File: config.mk
export PLATFORM = sky130hd
export DESIGN_NAME = dce_executor
export DESIGN_NICKNAME = d
export VERILOG_FILES = /design/src/common/dce_pkg.sv /design/src/core/dce_executor.sv
export SDC_FILE = /design/constraint.sdc
export NUM_CORES = 2
export LEC_CHECK = 0
export BUFFER_PORTS_ARGS = -buffer_cell sky130_fd_sc_hd__buf_2
export CAP_MARGIN = 10
export CORE_MARGIN = 4
export CORE_UTILIZATION = 54
export DETAILED_ROUTE_END_ITERATION = 10
export GPL_TIMING_DRIVEN = 1
export PLACE_DENSITY = 0.69
export SYNTH_ARGS = -nofsm -noshare
export SYNTH_HDL_FRONTEND = slang
export SYNTH_SLANG_ARGS = --single-unit
File: constraint.sdc
create_clock -name sys_clk -period 7.8 [get_ports sys_clk]
set_input_delay 2.34 -clock sys_clk [delete_from_list [all_inputs] [get_ports sys_clk]]
set_output_delay 2.34 -clock sys_clk [all_outputs]
set_load 0.01 [all_outputs]
File: src/common/dce_pkg.sv
package dce_pkg;
   // ---------------------------------------------------------------
   // command codes
   // ---------------------------------------------------------------
   localparam logic [7:0] CMD_NOP = 8'h00;
   localparam logic [7:0] CMD_GO = 8'h08;
   localparam logic [7:0] CMD_WR_MEM = 8'h10;
   localparam logic [7:0] CMD_FILL_MEM = 8'h12;
   localparam logic [7:0] CMD_RD_MEM = 8'h30;
   localparam logic [7:0] CMD_MEM_MASK = 8'hf2;
   localparam logic [7:0] CMD_GP_RD = 8'h60;
   localparam logic [7:0] CMD_GP_MASK = 8'hf0;
   localparam logic [7:0] CMD_DREG_RD = 8'ha0;
   localparam logic [7:0] CMD_TRACE_RD = 8'hc0;
   localparam logic [7:0] CMD_CREG_RD = 8'he0;
   localparam logic [7:0] CMD_REG5_MASK = 8'he0;
   localparam logic [7:0] CMD_TRACE_MASK = 8'hf0;
   localparam logic [7:0] ILLEGAL_RESP = 8'hee;
   localparam int WS_BIT = 0;
   localparam int SZ_LSB = 2;
   // ---------------------------------------------------------------
   // sizes and timing
   // ---------------------------------------------------------------
   localparam logic [1:0] SZ_BYTE = 2'h0;
   localparam logic [1:0] SZ_WORD = 2'h1;
   localparam logic [1:0] SZ_LONG = 2'h2;
   localparam logic [2:0] ADDR_LAST = 3'h2;
   localparam logic [2:0] REG_BYTES = 3'h4;
   localparam logic [4:0] DLY_CYCLES = 5'h10;
   localparam int TRACE_ENTRIES = 64;
   localparam int TRACE_WORDS = 12;
   localparam int TRACE_BITS = 384;
   // ---------------------------------------------------------------
   // register map, byte addresses and fields
   // ---------------------------------------------------------------
   localparam logic [7:0] OFS_CFG_STATUS = 8'h00;
   localparam logic [7:0] OFS_EXT_STATUS = 8'h04;
   localparam logic [7:0] OFS_CFG_SECOND = 8'h08;
   localparam logic [7:0] OFS_CFG_THIRD = 8'h0c;
   localparam logic [7:0] OFS_ACCESS_ATTR = 8'h10;
   localparam logic [4:0] CRN_CFG_STATUS = 5'h00;
   localparam logic [4:0] CRN_EXT_STATUS = 5'h01;
   localparam logic [4:0] CRN_CFG_SECOND = 5'h02;
   localparam logic [4:0] CRN_CFG_THIRD = 5'h03;
   localparam logic [4:0] CRN_ACCESS_ATTR = 5'h04;
   localparam int XS_HALT_BIT = 31;
   localparam int XS_ILL_BIT = 30;
   localparam int TM_LSB = 0;
   localparam int TT_LSB = 4;
   localparam logic [1:0] RESP_OKAY = 2'h0;
   localparam logic [1:0] RESP_SLVERR = 2'h2;
   localparam logic [31:0] REG_RESET = 32'h0000_0000;

   typedef enum logic [2:0] {
      ST_IDLE  = 3'b000,
      ST_ADDR  = 3'b001,
      ST_WDATA = 3'b011,
      ST_BUSY  = 3'b010,
      ST_DELAY = 3'b110,
      ST_SEND  = 3'b111
   } dce_state_t;
endpackage : dce_pkg

File: src/core/dce_executor.sv
// Summary of operation
// RQ1 - fill command without a prior addressed write answers illegal
// RQ2 - after each write the pointer advances by 1, 2 or 4 bytes
// RQ3 - fill with status sends status byte after the write data
// RQ4 - that status byte shows core state after the write finished
// RQ5 - fill only legal after nop, addressed write or fill; else illegal
// RQ6 - nop leaves the block pointer untouched
// RQ7 - operand size decoded afresh on every fill command
// RQ8 - resume while halted pulses the restart of execution
// RQ9 - resume uses registers as changed during halt
// RQ10 - resume while running is ignored
// RQ11 - nop does nothing and is always accepted
// RQ12 - cpu control register read returns 32 bits while halted
// RQ13 - cpu control register read while running answers illegal
// RQ14 - debug register read at 0xa0 plus number, 32 bits, never halts
// RQ15 - read with status: code, three address bytes, status then data msb first
// RQ16 - memory reads take type and modifier from access attributes
// RQ17 - word and longword addresses forced to size alignment
// RQ18 - read status byte sent first, sampled after the read finished
// RQ19 - trace read returns one of 12 packed longwords of 64 entries
// RQ20 - trace write pointer readable in second config register
// RQ21 - gp register read at 0x60 plus number, illegal unless halted
// RQ22 - host waits out the delay slot before clocking answers
//
// Local design decisions: the AXI4-Lite interface to the registers and the register addresses.
module dce_executor (
   input wire logic sys_clk,
   input wire logic srst,
   input wire logic rx_valid,
   input wire logic [7:0] rx_data,
   output logic rx_ready,
   output logic tx_valid,
   output logic [7:0] tx_data,
   input wire logic tx_ready,
   output logic mem_req,
   output logic mem_we,
   output logic [23:0] mem_addr,
   output logic [1:0] mem_size,
   output logic [31:0] mem_wdata,
   output logic [1:0] mem_tt,
   output logic [2:0] mem_tm,
   input wire logic mem_ack,
   input wire logic [31:0] mem_rdata,
   input wire logic cpu_halted,
   output logic cpu_go,
   output logic cpu_rd_req,
   output logic cpu_rd_ctrl,
   output logic [4:0] cpu_rd_sel,
   input wire logic cpu_rd_ack,
   input wire logic [31:0] cpu_rd_data,
   input wire logic trace_valid,
   input wire logic [5:0] trace_entry,
   input wire logic s_axi_awvalid,
   output logic s_axi_awready,
   input wire logic [7:0] s_axi_awaddr,
   input wire logic s_axi_wvalid,
   output logic s_axi_wready,
   input wire logic [31:0] s_axi_wdata,
   input wire logic [3:0] s_axi_wstrb,
   output logic s_axi_bvalid,
   input wire logic s_axi_bready,
   output logic [1:0] s_axi_bresp,
   input wire logic s_axi_arvalid,
   output logic s_axi_arready,
   input wire logic [7:0] s_axi_araddr,
   output logic s_axi_rvalid,
   input wire logic s_axi_rready,
   output logic [31:0] s_axi_rdata,
   output logic [1:0] s_axi_rresp
);
   import dce_pkg::*;

   typedef struct packed {
      dce_state_t st;
      logic [2:0] cnt;
      logic op_rd;
      logic ws;
      logic [1:0] sz;
      logic [23:0] addr;
      logic [31:0] wdata;
      logic [23:0] ptr;
      logic fill_ok;
      logic illegal;
      logic [39:0] txbuf;
      logic [2:0] txn;
      logic [4:0] dly;
      logic rx_ready;
      logic tx_valid;
      logic mem_req;
      logic mem_we;
      logic [23:0] mem_addr;
      logic [1:0] mem_size;
      logic [31:0] mem_wdata;
      logic [1:0] mem_tt;
      logic [2:0] mem_tm;
      logic go;
      logic cpu_req;
      logic cpu_ctrl;
      logic [4:0] cpu_sel;
      logic [31:0] cfg_status;
      logic [29:0] ext_low;
      logic [31:0] cfg_second;
      logic [31:0] cfg_third;
      logic [31:0] attr;
      logic [TRACE_BITS-1:0] trace;
      logic [5:0] tptr;
      logic aw_have;
      logic [7:0] aw_addr;
      logic w_have;
      logic [31:0] w_data;
      logic [3:0] w_strb;
      logic awready;
      logic wready;
      logic bvalid;
      logic [1:0] bresp;
      logic arready;
      logic rvalid;
      logic [31:0] rdata;
      logic [1:0] rresp;
   } dce_regs_t;

   dce_regs_t s_r;
   dce_regs_t s_nxt;

   function automatic logic [2:0] sz_bytes(input logic [1:0] sz);
      if (sz == SZ_BYTE) begin
         return 3'h1;
      end else if (sz == SZ_WORD) begin
         return 3'h2;
      end
      return REG_BYTES;
   endfunction : sz_bytes

   function automatic logic [23:0] align(input logic [23:0] a, input logic [1:0] sz);
      if (sz == SZ_LONG) begin
         return {a[23:2], 2'b00};
      end else if (sz == SZ_WORD) begin
         return {a[23:1], 1'b0};
      end
      return a;
   endfunction : align

   // ---------------------------------------------------------------
   // debug register view
   // ---------------------------------------------------------------
   logic [31:0] ext_status;
   logic [7:0] core_status;
   logic [31:0] second_view;
   assign ext_status = {cpu_halted, s_r.illegal, s_r.ext_low};
   assign core_status = ext_status[31:24];
   assign second_view = {s_r.cfg_second[31:6], s_r.tptr}; // RQ20

   function automatic logic [31:0] dreg(input logic [4:0] register_select_number, input logic [31:0] xs,
                                        input logic [31:0] c2, input dce_regs_t r);
      if (register_select_number == CRN_CFG_STATUS) begin
         return r.cfg_status;
      end else if (register_select_number == CRN_EXT_STATUS) begin
         return xs;
      end else if (register_select_number == CRN_CFG_SECOND) begin
         return c2;
      end else if (register_select_number == CRN_CFG_THIRD) begin
         return r.cfg_third;
      end else if (register_select_number == CRN_ACCESS_ATTR) begin
         return r.attr;
      end
      return REG_RESET;
   endfunction : dreg

   // ---------------------------------------------------------------
   // next state
   // ---------------------------------------------------------------
   always_comb begin
      logic rx_take;
      logic respond;
      logic [31:0] al;
      logic [2:0] nb;
      logic [8:0] tw;
      logic [31:0] wv;
      logic [7:0] ofs;
      logic set_ill;
      rx_take = rx_valid & s_r.rx_ready;
      respond = 1'b0;
      al = 32'h0;
      nb = sz_bytes(s_r.sz);
      tw = 9'(s_r.tptr) * 9'd6;
      wv = 32'h0;
      ofs = 8'h0;
      set_ill = 1'b0;
      s_nxt = s_r;
      s_nxt.go = 1'b0;

      case (s_r.st)
         ST_IDLE: begin
            if (rx_take) begin
               s_nxt.cnt = 3'h0;
               s_nxt.ws = rx_data[WS_BIT];
               s_nxt.sz = rx_data[SZ_LSB +: 2];
               if (rx_data == CMD_NOP) begin
                  s_nxt.st = ST_IDLE; // RQ6 RQ11
               end else if ((rx_data & CMD_MEM_MASK) == CMD_WR_MEM) begin
                  s_nxt.op_rd = 1'b0;
                  s_nxt.st = ST_ADDR;
               end else if ((rx_data & CMD_MEM_MASK) == CMD_FILL_MEM) begin
                  if (s_r.fill_ok) begin // RQ1 RQ5
                     s_nxt.op_rd = 1'b0;
                     s_nxt.addr = s_r.ptr; // RQ7
                     s_nxt.st = ST_WDATA;
                  end else begin
                     set_ill = 1'b1;
                  end
               end else if ((rx_data & CMD_MEM_MASK) == CMD_RD_MEM) begin
                  s_nxt.op_rd = 1'b1; // RQ15
                  s_nxt.fill_ok = 1'b0;
                  s_nxt.st = ST_ADDR;
               end else begin
                  s_nxt.fill_ok = 1'b0;
                  if (rx_data == CMD_GO) begin
                     s_nxt.go = cpu_halted; // RQ8 RQ9 RQ10
                  end else if ((rx_data & CMD_REG5_MASK) == CMD_DREG_RD) begin
                     s_nxt.txbuf = {dreg(rx_data[4:0], ext_status, second_view, s_r), 8'h00};
                     s_nxt.txn = REG_BYTES; // RQ14
                     respond = 1'b1;
                  end else if ((rx_data & CMD_TRACE_MASK) == CMD_TRACE_RD) begin
                     if (int'(rx_data[3:0]) < TRACE_WORDS) begin
                        al = s_r.trace[{rx_data[3:0], 5'h0} +: 32]; // RQ19
                     end
                     s_nxt.txbuf = {al, 8'h00};
                     s_nxt.txn = REG_BYTES;
                     respond = 1'b1;
                  end else if ((rx_data & CMD_GP_MASK) == CMD_GP_RD ||
                               (rx_data & CMD_REG5_MASK) == CMD_CREG_RD) begin
                     if (cpu_halted) begin // RQ12 RQ13 RQ21
                        s_nxt.cpu_req = 1'b1;
                        s_nxt.cpu_ctrl = rx_data[7];
                        s_nxt.cpu_sel = rx_data[4:0];
                        s_nxt.st = ST_BUSY;
                     end else begin
                        set_ill = 1'b1;
                     end
                  end
               end
            end
         end
         ST_ADDR: begin
            if (rx_take) begin
               s_nxt.addr = {s_r.addr[15:0], rx_data}; // RQ15
               s_nxt.cnt = s_r.cnt + 3'h1;
               if (s_r.cnt == ADDR_LAST) begin
                  s_nxt.cnt = 3'h0;
                  if (s_r.op_rd) begin
                     s_nxt.mem_req = 1'b1;
                     s_nxt.mem_we = 1'b0;
                     s_nxt.mem_addr = align({s_r.addr[15:0], rx_data}, s_r.sz); // RQ17
                     s_nxt.mem_size = s_r.sz;
                     s_nxt.mem_tt = s_r.attr[TT_LSB +: 2]; // RQ16
                     s_nxt.mem_tm = s_r.attr[TM_LSB +: 3];
                     s_nxt.st = ST_BUSY;
                  end else begin
                     s_nxt.st = ST_WDATA;
                  end
               end
            end
         end
         ST_WDATA: begin
            if (rx_take) begin
               s_nxt.wdata = {s_r.wdata[23:0], rx_data};
               s_nxt.cnt = s_r.cnt + 3'h1;
               if (s_r.cnt + 3'h1 == nb) begin
                  s_nxt.mem_req = 1'b1;
                  s_nxt.mem_we = 1'b1;
                  s_nxt.mem_addr = align(s_r.addr, s_r.sz); // RQ17
                  s_nxt.mem_size = s_r.sz;
                  s_nxt.mem_wdata = {s_r.wdata[23:0], rx_data};
                  s_nxt.mem_tt = s_r.attr[TT_LSB +: 2];
                  s_nxt.mem_tm = s_r.attr[TM_LSB +: 3];
                  s_nxt.st = ST_BUSY;
               end
            end
         end
         ST_BUSY: begin
            if (s_r.mem_req && mem_ack) begin
               s_nxt.mem_req = 1'b0;
               if (s_r.mem_we) begin
                  s_nxt.ptr = s_r.mem_addr + 24'(nb); // RQ2
                  s_nxt.fill_ok = 1'b1;
                  s_nxt.st = ST_IDLE;
                  if (s_r.ws) begin
                     s_nxt.txbuf = {core_status, 32'h0}; // RQ3 RQ4
                     s_nxt.txn = 3'h1;
                     respond = 1'b1;
                  end
               end else begin
                  al = mem_rdata << (6'd32 - {nb, 3'h0});
                  s_nxt.txbuf = s_r.ws ? {core_status, al} : {al, 8'h00}; // RQ18
                  s_nxt.txn = nb + {2'h0, s_r.ws};
                  respond = 1'b1;
               end
            end else if (s_r.cpu_req && cpu_rd_ack) begin
               s_nxt.cpu_req = 1'b0;
               s_nxt.txbuf = {cpu_rd_data, 8'h00}; // RQ12
               s_nxt.txn = REG_BYTES;
               respond = 1'b1;
            end
         end
         ST_DELAY: begin
            s_nxt.dly = s_r.dly - 5'h1;
            if (s_r.dly == 5'h1) begin
               s_nxt.st = ST_SEND; // RQ22
            end
         end
         ST_SEND: begin
            if (tx_ready) begin
               s_nxt.txbuf = {s_r.txbuf[31:0], 8'h00};
               s_nxt.txn = s_r.txn - 3'h1;
               if (s_r.txn == 3'h1) begin
                  s_nxt.st = ST_IDLE;
               end
            end
         end
         default: begin
            s_nxt.st = ST_IDLE;
         end
      endcase

      if (set_ill) begin
         s_nxt.txbuf = {ILLEGAL_RESP, 32'h0};
         s_nxt.txn = 3'h1;
         s_nxt.fill_ok = 1'b0;
         respond = 1'b1;
      end
      if (respond) begin
         s_nxt.st = ST_DELAY;
         s_nxt.dly = DLY_CYCLES;
      end

      // trace capture, packed six bits per entry
      if (trace_valid) begin
         s_nxt.trace[tw +: 6] = trace_entry;
         s_nxt.tptr = s_r.tptr + 6'h1;
      end

      // register bus write side
      if (s_axi_awvalid && s_r.awready) begin
         s_nxt.aw_have = 1'b1;
         s_nxt.aw_addr = s_axi_awaddr;
      end
      if (s_axi_wvalid && s_r.wready) begin
         s_nxt.w_have = 1'b1;
         s_nxt.w_data = s_axi_wdata;
         s_nxt.w_strb = s_axi_wstrb;
      end
      if (s_r.bvalid && s_axi_bready) begin
         s_nxt.bvalid = 1'b0;
      end
      if (s_r.aw_have && s_r.w_have && !s_r.bvalid) begin
         for (int i = 0; i < 4; i++) begin
            wv[i*8 +: 8] = s_r.w_strb[i] ? s_r.w_data[i*8 +: 8] : 8'h00;
         end
         s_nxt.aw_have = 1'b0;
         s_nxt.w_have = 1'b0;
         s_nxt.bvalid = 1'b1;
         s_nxt.bresp = RESP_OKAY;
         ofs = s_r.aw_addr;
         for (int i = 0; i < 4; i++) begin
            if (s_r.w_strb[i]) begin
               if (ofs == OFS_CFG_STATUS) begin
                  s_nxt.cfg_status[i*8 +: 8] = wv[i*8 +: 8];
               end else if (ofs == OFS_CFG_SECOND) begin
                  s_nxt.cfg_second[i*8 +: 8] = wv[i*8 +: 8];
               end else if (ofs == OFS_CFG_THIRD) begin
                  s_nxt.cfg_third[i*8 +: 8] = wv[i*8 +: 8];
               end else if (ofs == OFS_ACCESS_ATTR) begin
                  s_nxt.attr[i*8 +: 8] = wv[i*8 +: 8];
               end else if (ofs == OFS_EXT_STATUS && i < 3) begin
                  s_nxt.ext_low[i*8 +: 8] = wv[i*8 +: 8];
               end
            end
         end
         if (ofs == OFS_EXT_STATUS) begin
            s_nxt.ext_low[29:24] = s_r.w_strb[3] ? wv[29:24] : s_r.ext_low[29:24];
            if (wv[XS_ILL_BIT]) begin
               s_nxt.illegal = 1'b0;
            end
         end else if (ofs != OFS_CFG_STATUS && ofs != OFS_CFG_SECOND &&
                      ofs != OFS_CFG_THIRD && ofs != OFS_ACCESS_ATTR) begin
            s_nxt.bresp = RESP_SLVERR;
         end
      end
      // a new illegal event beats a clear in the same cycle
      if (set_ill) begin
         s_nxt.illegal = 1'b1;
      end
      s_nxt.awready = !s_nxt.aw_have && !s_nxt.bvalid;
      s_nxt.wready = !s_nxt.w_have && !s_nxt.bvalid;

      // register bus read side
      if (s_r.rvalid && s_axi_rready) begin
         s_nxt.rvalid = 1'b0;
      end
      if (s_axi_arvalid && s_r.arready) begin
         s_nxt.rvalid = 1'b1;
         s_nxt.rresp = RESP_OKAY;
         if (s_axi_araddr == OFS_CFG_STATUS) begin
            s_nxt.rdata = s_r.cfg_status;
         end else if (s_axi_araddr == OFS_EXT_STATUS) begin
            s_nxt.rdata = ext_status;
         end else if (s_axi_araddr == OFS_CFG_SECOND) begin
            s_nxt.rdata = second_view; // RQ20
         end else if (s_axi_araddr == OFS_CFG_THIRD) begin
            s_nxt.rdata = s_r.cfg_third;
         end else if (s_axi_araddr == OFS_ACCESS_ATTR) begin
            s_nxt.rdata = s_r.attr;
         end else begin
            s_nxt.rdata = REG_RESET;
            s_nxt.rresp = RESP_SLVERR;
         end
      end
      s_nxt.arready = !s_nxt.rvalid;

      s_nxt.rx_ready = (s_nxt.st == ST_IDLE) || (s_nxt.st == ST_ADDR) ||
                       (s_nxt.st == ST_WDATA);
      s_nxt.tx_valid = (s_nxt.st == ST_SEND);
   end

   always_ff @(posedge sys_clk) begin
      if (srst) begin
         s_r <= '0;
         s_r.st <= ST_IDLE;
      end else begin
         s_r <= s_nxt;
      end
   end

   // ---------------------------------------------------------------
   // outputs
   // ---------------------------------------------------------------
   assign rx_ready = s_r.rx_ready;
   assign tx_valid = s_r.tx_valid;
   assign tx_data = s_r.txbuf[39:32];
   assign mem_req = s_r.mem_req;
   assign mem_we = s_r.mem_we;
   assign mem_addr = s_r.mem_addr;
   assign mem_size = s_r.mem_size;
   assign mem_wdata = s_r.mem_wdata;
   assign mem_tt = s_r.mem_tt;
   assign mem_tm = s_r.mem_tm;
   assign cpu_go = s_r.go;
   assign cpu_rd_req = s_r.cpu_req;
   assign cpu_rd_ctrl = s_r.cpu_ctrl;
   assign cpu_rd_sel = s_r.cpu_sel;
   assign s_axi_awready = s_r.awready;
   assign s_axi_wready = s_r.wready;
   assign s_axi_bvalid = s_r.bvalid;
   assign s_axi_bresp = s_r.bresp;
   assign s_axi_arready = s_r.arready;
   assign s_axi_rvalid = s_r.rvalid;
   assign s_axi_rdata = s_r.rdata;
   assign s_axi_rresp = s_r.rresp;
endmodule : dce_executor

# == Yosys cells after proc, flatten, opt, wreduce, memory -nomap -nowiden ==
# Cells that the tools add are included.
# op_classes
bitwise_logic,14
reduce_logical,80
n_mul,1
mux,176
magnitude_cmp,1
n_eq_ne,73
add_sub_neg,8
shift,4
# ops
cell,count
$mux 43,14
$bwmux 384,1
$mux 32,12
$shift 6x11->384 const A,1
$shiftx 384x10->32,1
$shiftx 6x11->384,1
$mux 24,11
$mux 65,2
$pmux 43 s3,1
$mux 28,3
$mux 1,71
$mux 7,10
$mux 3,21
$pmux 27 s2,1
$pmux 24 s2,1
$ne 2x2->1 const B,22
$reduce_and 7->1,6
$eq 8x4->1 const B,5
$mux 40,1
$mux 37,1
$mux 35,1
$mux 34,1
$reduce_and 11->1,3
$shl 32x6->32,1
59 further kinds,165
# word_totals
reg_bits,842
in_bits,143

# == Depth between registers and ports, before layout ==
# logic_depth
word_depth,24
depth_mapped,15
ltp_nobuf,12

# == Worst setup path after synthesis ==
# Ideal clock, no wire load.
# synth_timing
kind,in2reg
from,input rx_data[0]
to,register s_r[742] (netlist bit)
arrival_ns,4.579
setup_ns,0.132
cell_stages,11
path_buffers,4
setup_slack_ns,3.088
path_cell_list,clkbuf_1 buf_1 buf_2 clkbuf_1 mux2i_1 a21oi_1 mux2i_1 o21ai_0 a221o_1 nand3_1 a21oi_1
# synth_between
elab_chain_cells,23
# synth_rtl
element,line,text
start: declaration,dce_executor.sv:30,"input wire logic [7:0] rx_data,"
$eq 5x3->1,dce_executor.sv:163,end else if (register_select_number == CRN_ACCESS_ATTR) begin
$mux 1,dce_executor.sv:163,
$mux 1,dce_executor.sv:161,end else if (register_select_number == CRN_CFG_THIRD) begin
$mux 1,dce_executor.sv:159,end else if (register_select_number == CRN_CFG_SECOND) begin
$mux 1,dce_executor.sv:157,end else if (register_select_number == CRN_EXT_STATUS) begin
$mux 1,dce_executor.sv:155,if (register_select_number == CRN_CFG_STATUS) begin
$mux 1,dce_executor.sv:219,end else if ((rx_data & CMD_REG5_MASK) == CMD_DREG_RD) begin
$mux 1,dce_executor.sv:217,if (rx_data == CMD_GO) begin
[... 7 more ...],--,
$mux 43,dce_executor.sv:219,
$mux 43,dce_executor.sv:217,
$mux 43,dce_executor.sv:211,end else if ((rx_data & CMD_MEM_MASK) == CMD_RD_MEM) begin
$mux 43,dce_executor.sv:203,end else if ((rx_data & CMD_MEM_MASK) == CMD_FILL_MEM) begin
$mux 43,dce_executor.sv:200,end else if ((rx_data & CMD_MEM_MASK) == CMD_WR_MEM) begin
$mux 43,dce_executor.sv:198,if (rx_data == CMD_NOP) begin
$mux 43,dce_executor.sv:194,if (rx_take) begin
$pmux 43 s3,dce_executor.sv:192,case (s_r.st)
end signal: assignment,dce_executor.sv:430,s_r <= s_nxt;
end: declaration,dce_executor.sv:122,dce_regs_t s_r;
# Several ways; a longest one is shown, not always the timed one. The select of a mux whose other input is x is not followed.
# A chain may end at the register's enable or synchronous reset.

# == Worst setup path after layout ==
# layout_timing
from,register s_r[88] (netlist bit)
to,register s_r[378] (netlist bit)
# layout_between
elab_chain_cells,4
# layout_rtl
element,line,text
$mul 6x2->8 *,dce_executor.sv:185,tw = 9'(s_r.tptr) * 9'd6;
$neg 9->11 *,dce_executor.sv:338,s_nxt.trace[tw +: 6] = trace_entry;
$shiftx 6x11->384 / $shift 6x11->384 (equally long branches),dce_executor.sv:338,
$bwmux 384 *,dce_executor.sv:338,
# Every way passes the cells marked *; elsewhere a longest branch is shown, timed or not.

==> impl_metrics.yaml <==
outcome:
  status: "complete, no violations"
clock_network:
  worstSkewPairLatency_ns: 0.66
  cts_tree: "yes"
  clk_path_buf_depth: 3
  holdBufCountCts: 0
  numCtsBuffers: 89
  cts-root-buf: "clkbuf_16"
  clk_pin_slew_ns: 0.06
  cts-htree-levels: 3
  post_cts_resized: 0
  cts_sinks: 834
  cts_setup_buffers: 0
die:
  die_area_um2: 82100
  die_x_um: 287
  fp.dieH_um: 287
  num_rows: 101
  core-area_um2: 76500
  ioPinCount: 267
  start_util: 0.548
power_and_ir_drop:
  p_sw_frac: 0.312
  power_density_nw_per_um2: 232
  clkPwrFrac: 0.398
  ir_worst_vdd_mv: 0.172
  p_comb_frac: 0.187
  switching_power_w: 0.00332
  p_leak_nw: 17.2
  seqPwrFrac: 0.415
  p_total_w: 0.0106
  p_int_w: 0.00732
yosys:
  ys_types: 89
  synth_cells: 4847
  yosysWarnings: 0
  syn_area_um2: 41900
  synthFlopType: "dfxtp_1"
  synth_edf_count: 0
  avgSynthCellArea_um2: 8.65
  async_flop_share: 0
  synth.yosys.seq_area_share: 0.398
  ys_ff_latch: 834
setup_path:
  required_ns: 8.36
  cp_data_arrival_time_ns: 5.89
  max_stage_delay_ns: 0.67
  path_max_fanout: 12
  end_kind: "register"
  rr_worst_depth: 12
  path_class: "reg2reg"
  cp_slowest_cell: "nand3_1"
  crit_chain: "ha_1 -> inv_1 -> fa_1 -> nor3b_2 -> and2_1 -> a21boi_2 -> nand2_1 -> o22ai_1 -> buf_4 -> nand3_1 -> nor3_1 -> mux2i_1"
  startpoint_type: "register"
timing:
  relSlewSlack: 0.161
  setup_tns_ns: 0
  finalSetupViolCount: 0
  skew_ns: 0.0197
  period_needed_ns: 5.33
  finalCritPeriodShare: 0.684
  slew_violations: 0
  tightest_slew_ns: 1.25
  rsz0062_at_grt: "false"
  hold_viol_final: 0
  fmax_ghz: 0.188
detailed_routing:
  drc: 0
  num_vias: 37500
  drt-total-wl_mm: 137
  viasPerCell: 6.36
  first_iter_violations: 4405
  drtAntennaViolNets: 0
  drtPass1Iterations: 6
  wl_per_cell_um: 23.3
placement:
  numPortBuffers: 264
  place_congestion: 0.992
  hpwl_mm: 93.0
  dp.cells: 5729
finish:
  instances_no_fill: 5887
  multi_input_area_um2: 22800
  drive_gt1_frac: 0.153
  seq_area_um2: 16700
  nets: 4958
  syn_to_final_growth_pct: 9.47
  fill_cells: 6741
hold_path:
  hp-class: "reg2reg"
  min_path_cells: 2
global_routing:
  antenna_found_initial: 8
  grt_usage: 0.321
  grt_pass1_vias: 34400
  grt_pass1_wl_mm: 209
  overflow: 0
  grt_max_degree: 209
run:
  cap_violations: 0
==> Yosys cell counts, types with 19 or more instances <==
cell type / n / area (um^2)
nand3_1: 263 / 1320
mux4_2: 124 / 2790
mux2_2: 38 / 428
xnor2_1: 22 / 193
a311oi_1: 34 / 298
buf_2: 26 / 130
a211oi_1: 76 / 571
inv_1: 69 / 259
dfxtp_1: 834 / 16700
o21ai_0: 149 / 746
buf_1: 46 / 173
o22ai_1: 43 / 269
nor3_1: 119 / 596
buf_4: 114 / 856
nor3_2: 58 / 581
nor2b_1: 26 / 163
mux2i_1: 464 / 4640
clkbuf_1: 299 / 1120
a221o_1: 30 / 300
ha_1: 22 / 275
a31oi_1: 41 / 257
a221oi_1: 74 / 648
a22oi_1: 29 / 218
a21oi_1: 337 / 1690
nand4_1: 27 / 169
nand2_1: 689 / 2590
nor2_1: 574 / 2150
and2_1: 19 / 119
==> cell families (layout without fill, tap and decap cells) <==
logic type,Yosys count,in the layout,share of synthesized area
compound gates,887,887,0.134
xor+xnor,43,43,0.00952
fa+ha+maj,24,24,0.00752
buf+inv,557,564,0.0612
flops,834,834,0.398
mux,626,626,0.188
other cells,1,4,0.0000895
simple gates,1875,1875,0.201
==> critical path: cells and delay by family (launching register included) <==
| kind | cells | cell delay [ns] |
|---|---|---|
| adders and majority gates | 2 | 1.12 |
| AOI/OAI and AO/OA | 2 | 0.86 |
| buffers and inverters | 2 | 0.36 |
| and+or+nand+nor | 5 | 2.12 |
| muxes | 1 | 0.27 |
| DFF | 1 | 0.51 |
==> placed cells by master, fill, tap and decap left out, types with 115 or more instances in the layout <==
cell type / instances
a21oi_1: 337
buf_2: 261
dfxtp_1: 834
mux2i_1: 464
mux4_2: 124
nand2_1: 688
nand3_1: 262
nor2_1: 569
nor3_1: 115
o21ai_0: 149
==> state kept, by name, indices dropped and copies added (netlist names), 2 cells and up <==
signal       cells
s_axi_rdata     32
mem_addr        24
core_status      7
mem_wdata       32
mem_tt           2
tx_data          8
mem_size         2
ext_status      24
cpu_rd_sel       5
mem_tm           3
s_r            681
==> routing by layer <==
layer,up-vias,GRT usage,routed length (um)
met4,4,0.134,6360
li1,17100,-,-
met1,18000,0.440,56200
met3,377,0.0689,14400
met5,-,0,35
met2,1996,0.492,60300
==> power groups by stage <==
stage | sequential (W) | clock, W | combinational (W)
2_1_floorplan | 0.00446 | 0 | 0.00126
3_3_place_gp | 0.00450 | 0 | 0.00191
3_5_place_dp | 0.00451 | 0 | 0.00191
4_1_cts | 0.00441 | 0.00429 | 0.00192
5_1_grt | 0.00442 | 0.00447 | 0.00208
6_report | 0.00442 | 0.00424 | 0.00199
==> path summary, 6_finish.rpt <==
kind / endpoint / from / slack, ns
max: s_r[378] / s_r[88] / 2.47
max reg2reg: s_r[378] / s_r[88] / 2.47
min reg2reg: s_r[141] / s_r[141] / 0.45
min: s_r[141] / s_r[141] / 0.45
==> final cells by class <==
cell class / instances / area share
multi-input combinational: 3457 / 0.497
inverter: 70 / 0.00575
antenna: 2 / 0.000109
clock buffer: 132 / 0.0562
sequential: 834 / 0.364
tap: 1030 / 0.0281
clock inverter: 23 / 0.00676
timing repair buffer: 339 / 0.0424
==> through the flow <==
stage	util	hold slack (ns)	instance area (um^2)	setup slack, ns
floorplan	-	0.426	41900	3.09
global placement	0.562	0.439	43000	2.15
detailed placement	0.562	0.444	43000	2.13
CTS	0.600	0.451	45900	2.57
global route	0.600	0.467	45900	2.32
finish	0.600	0.451	45900	2.47
Power figures use the tool's default switching activity.
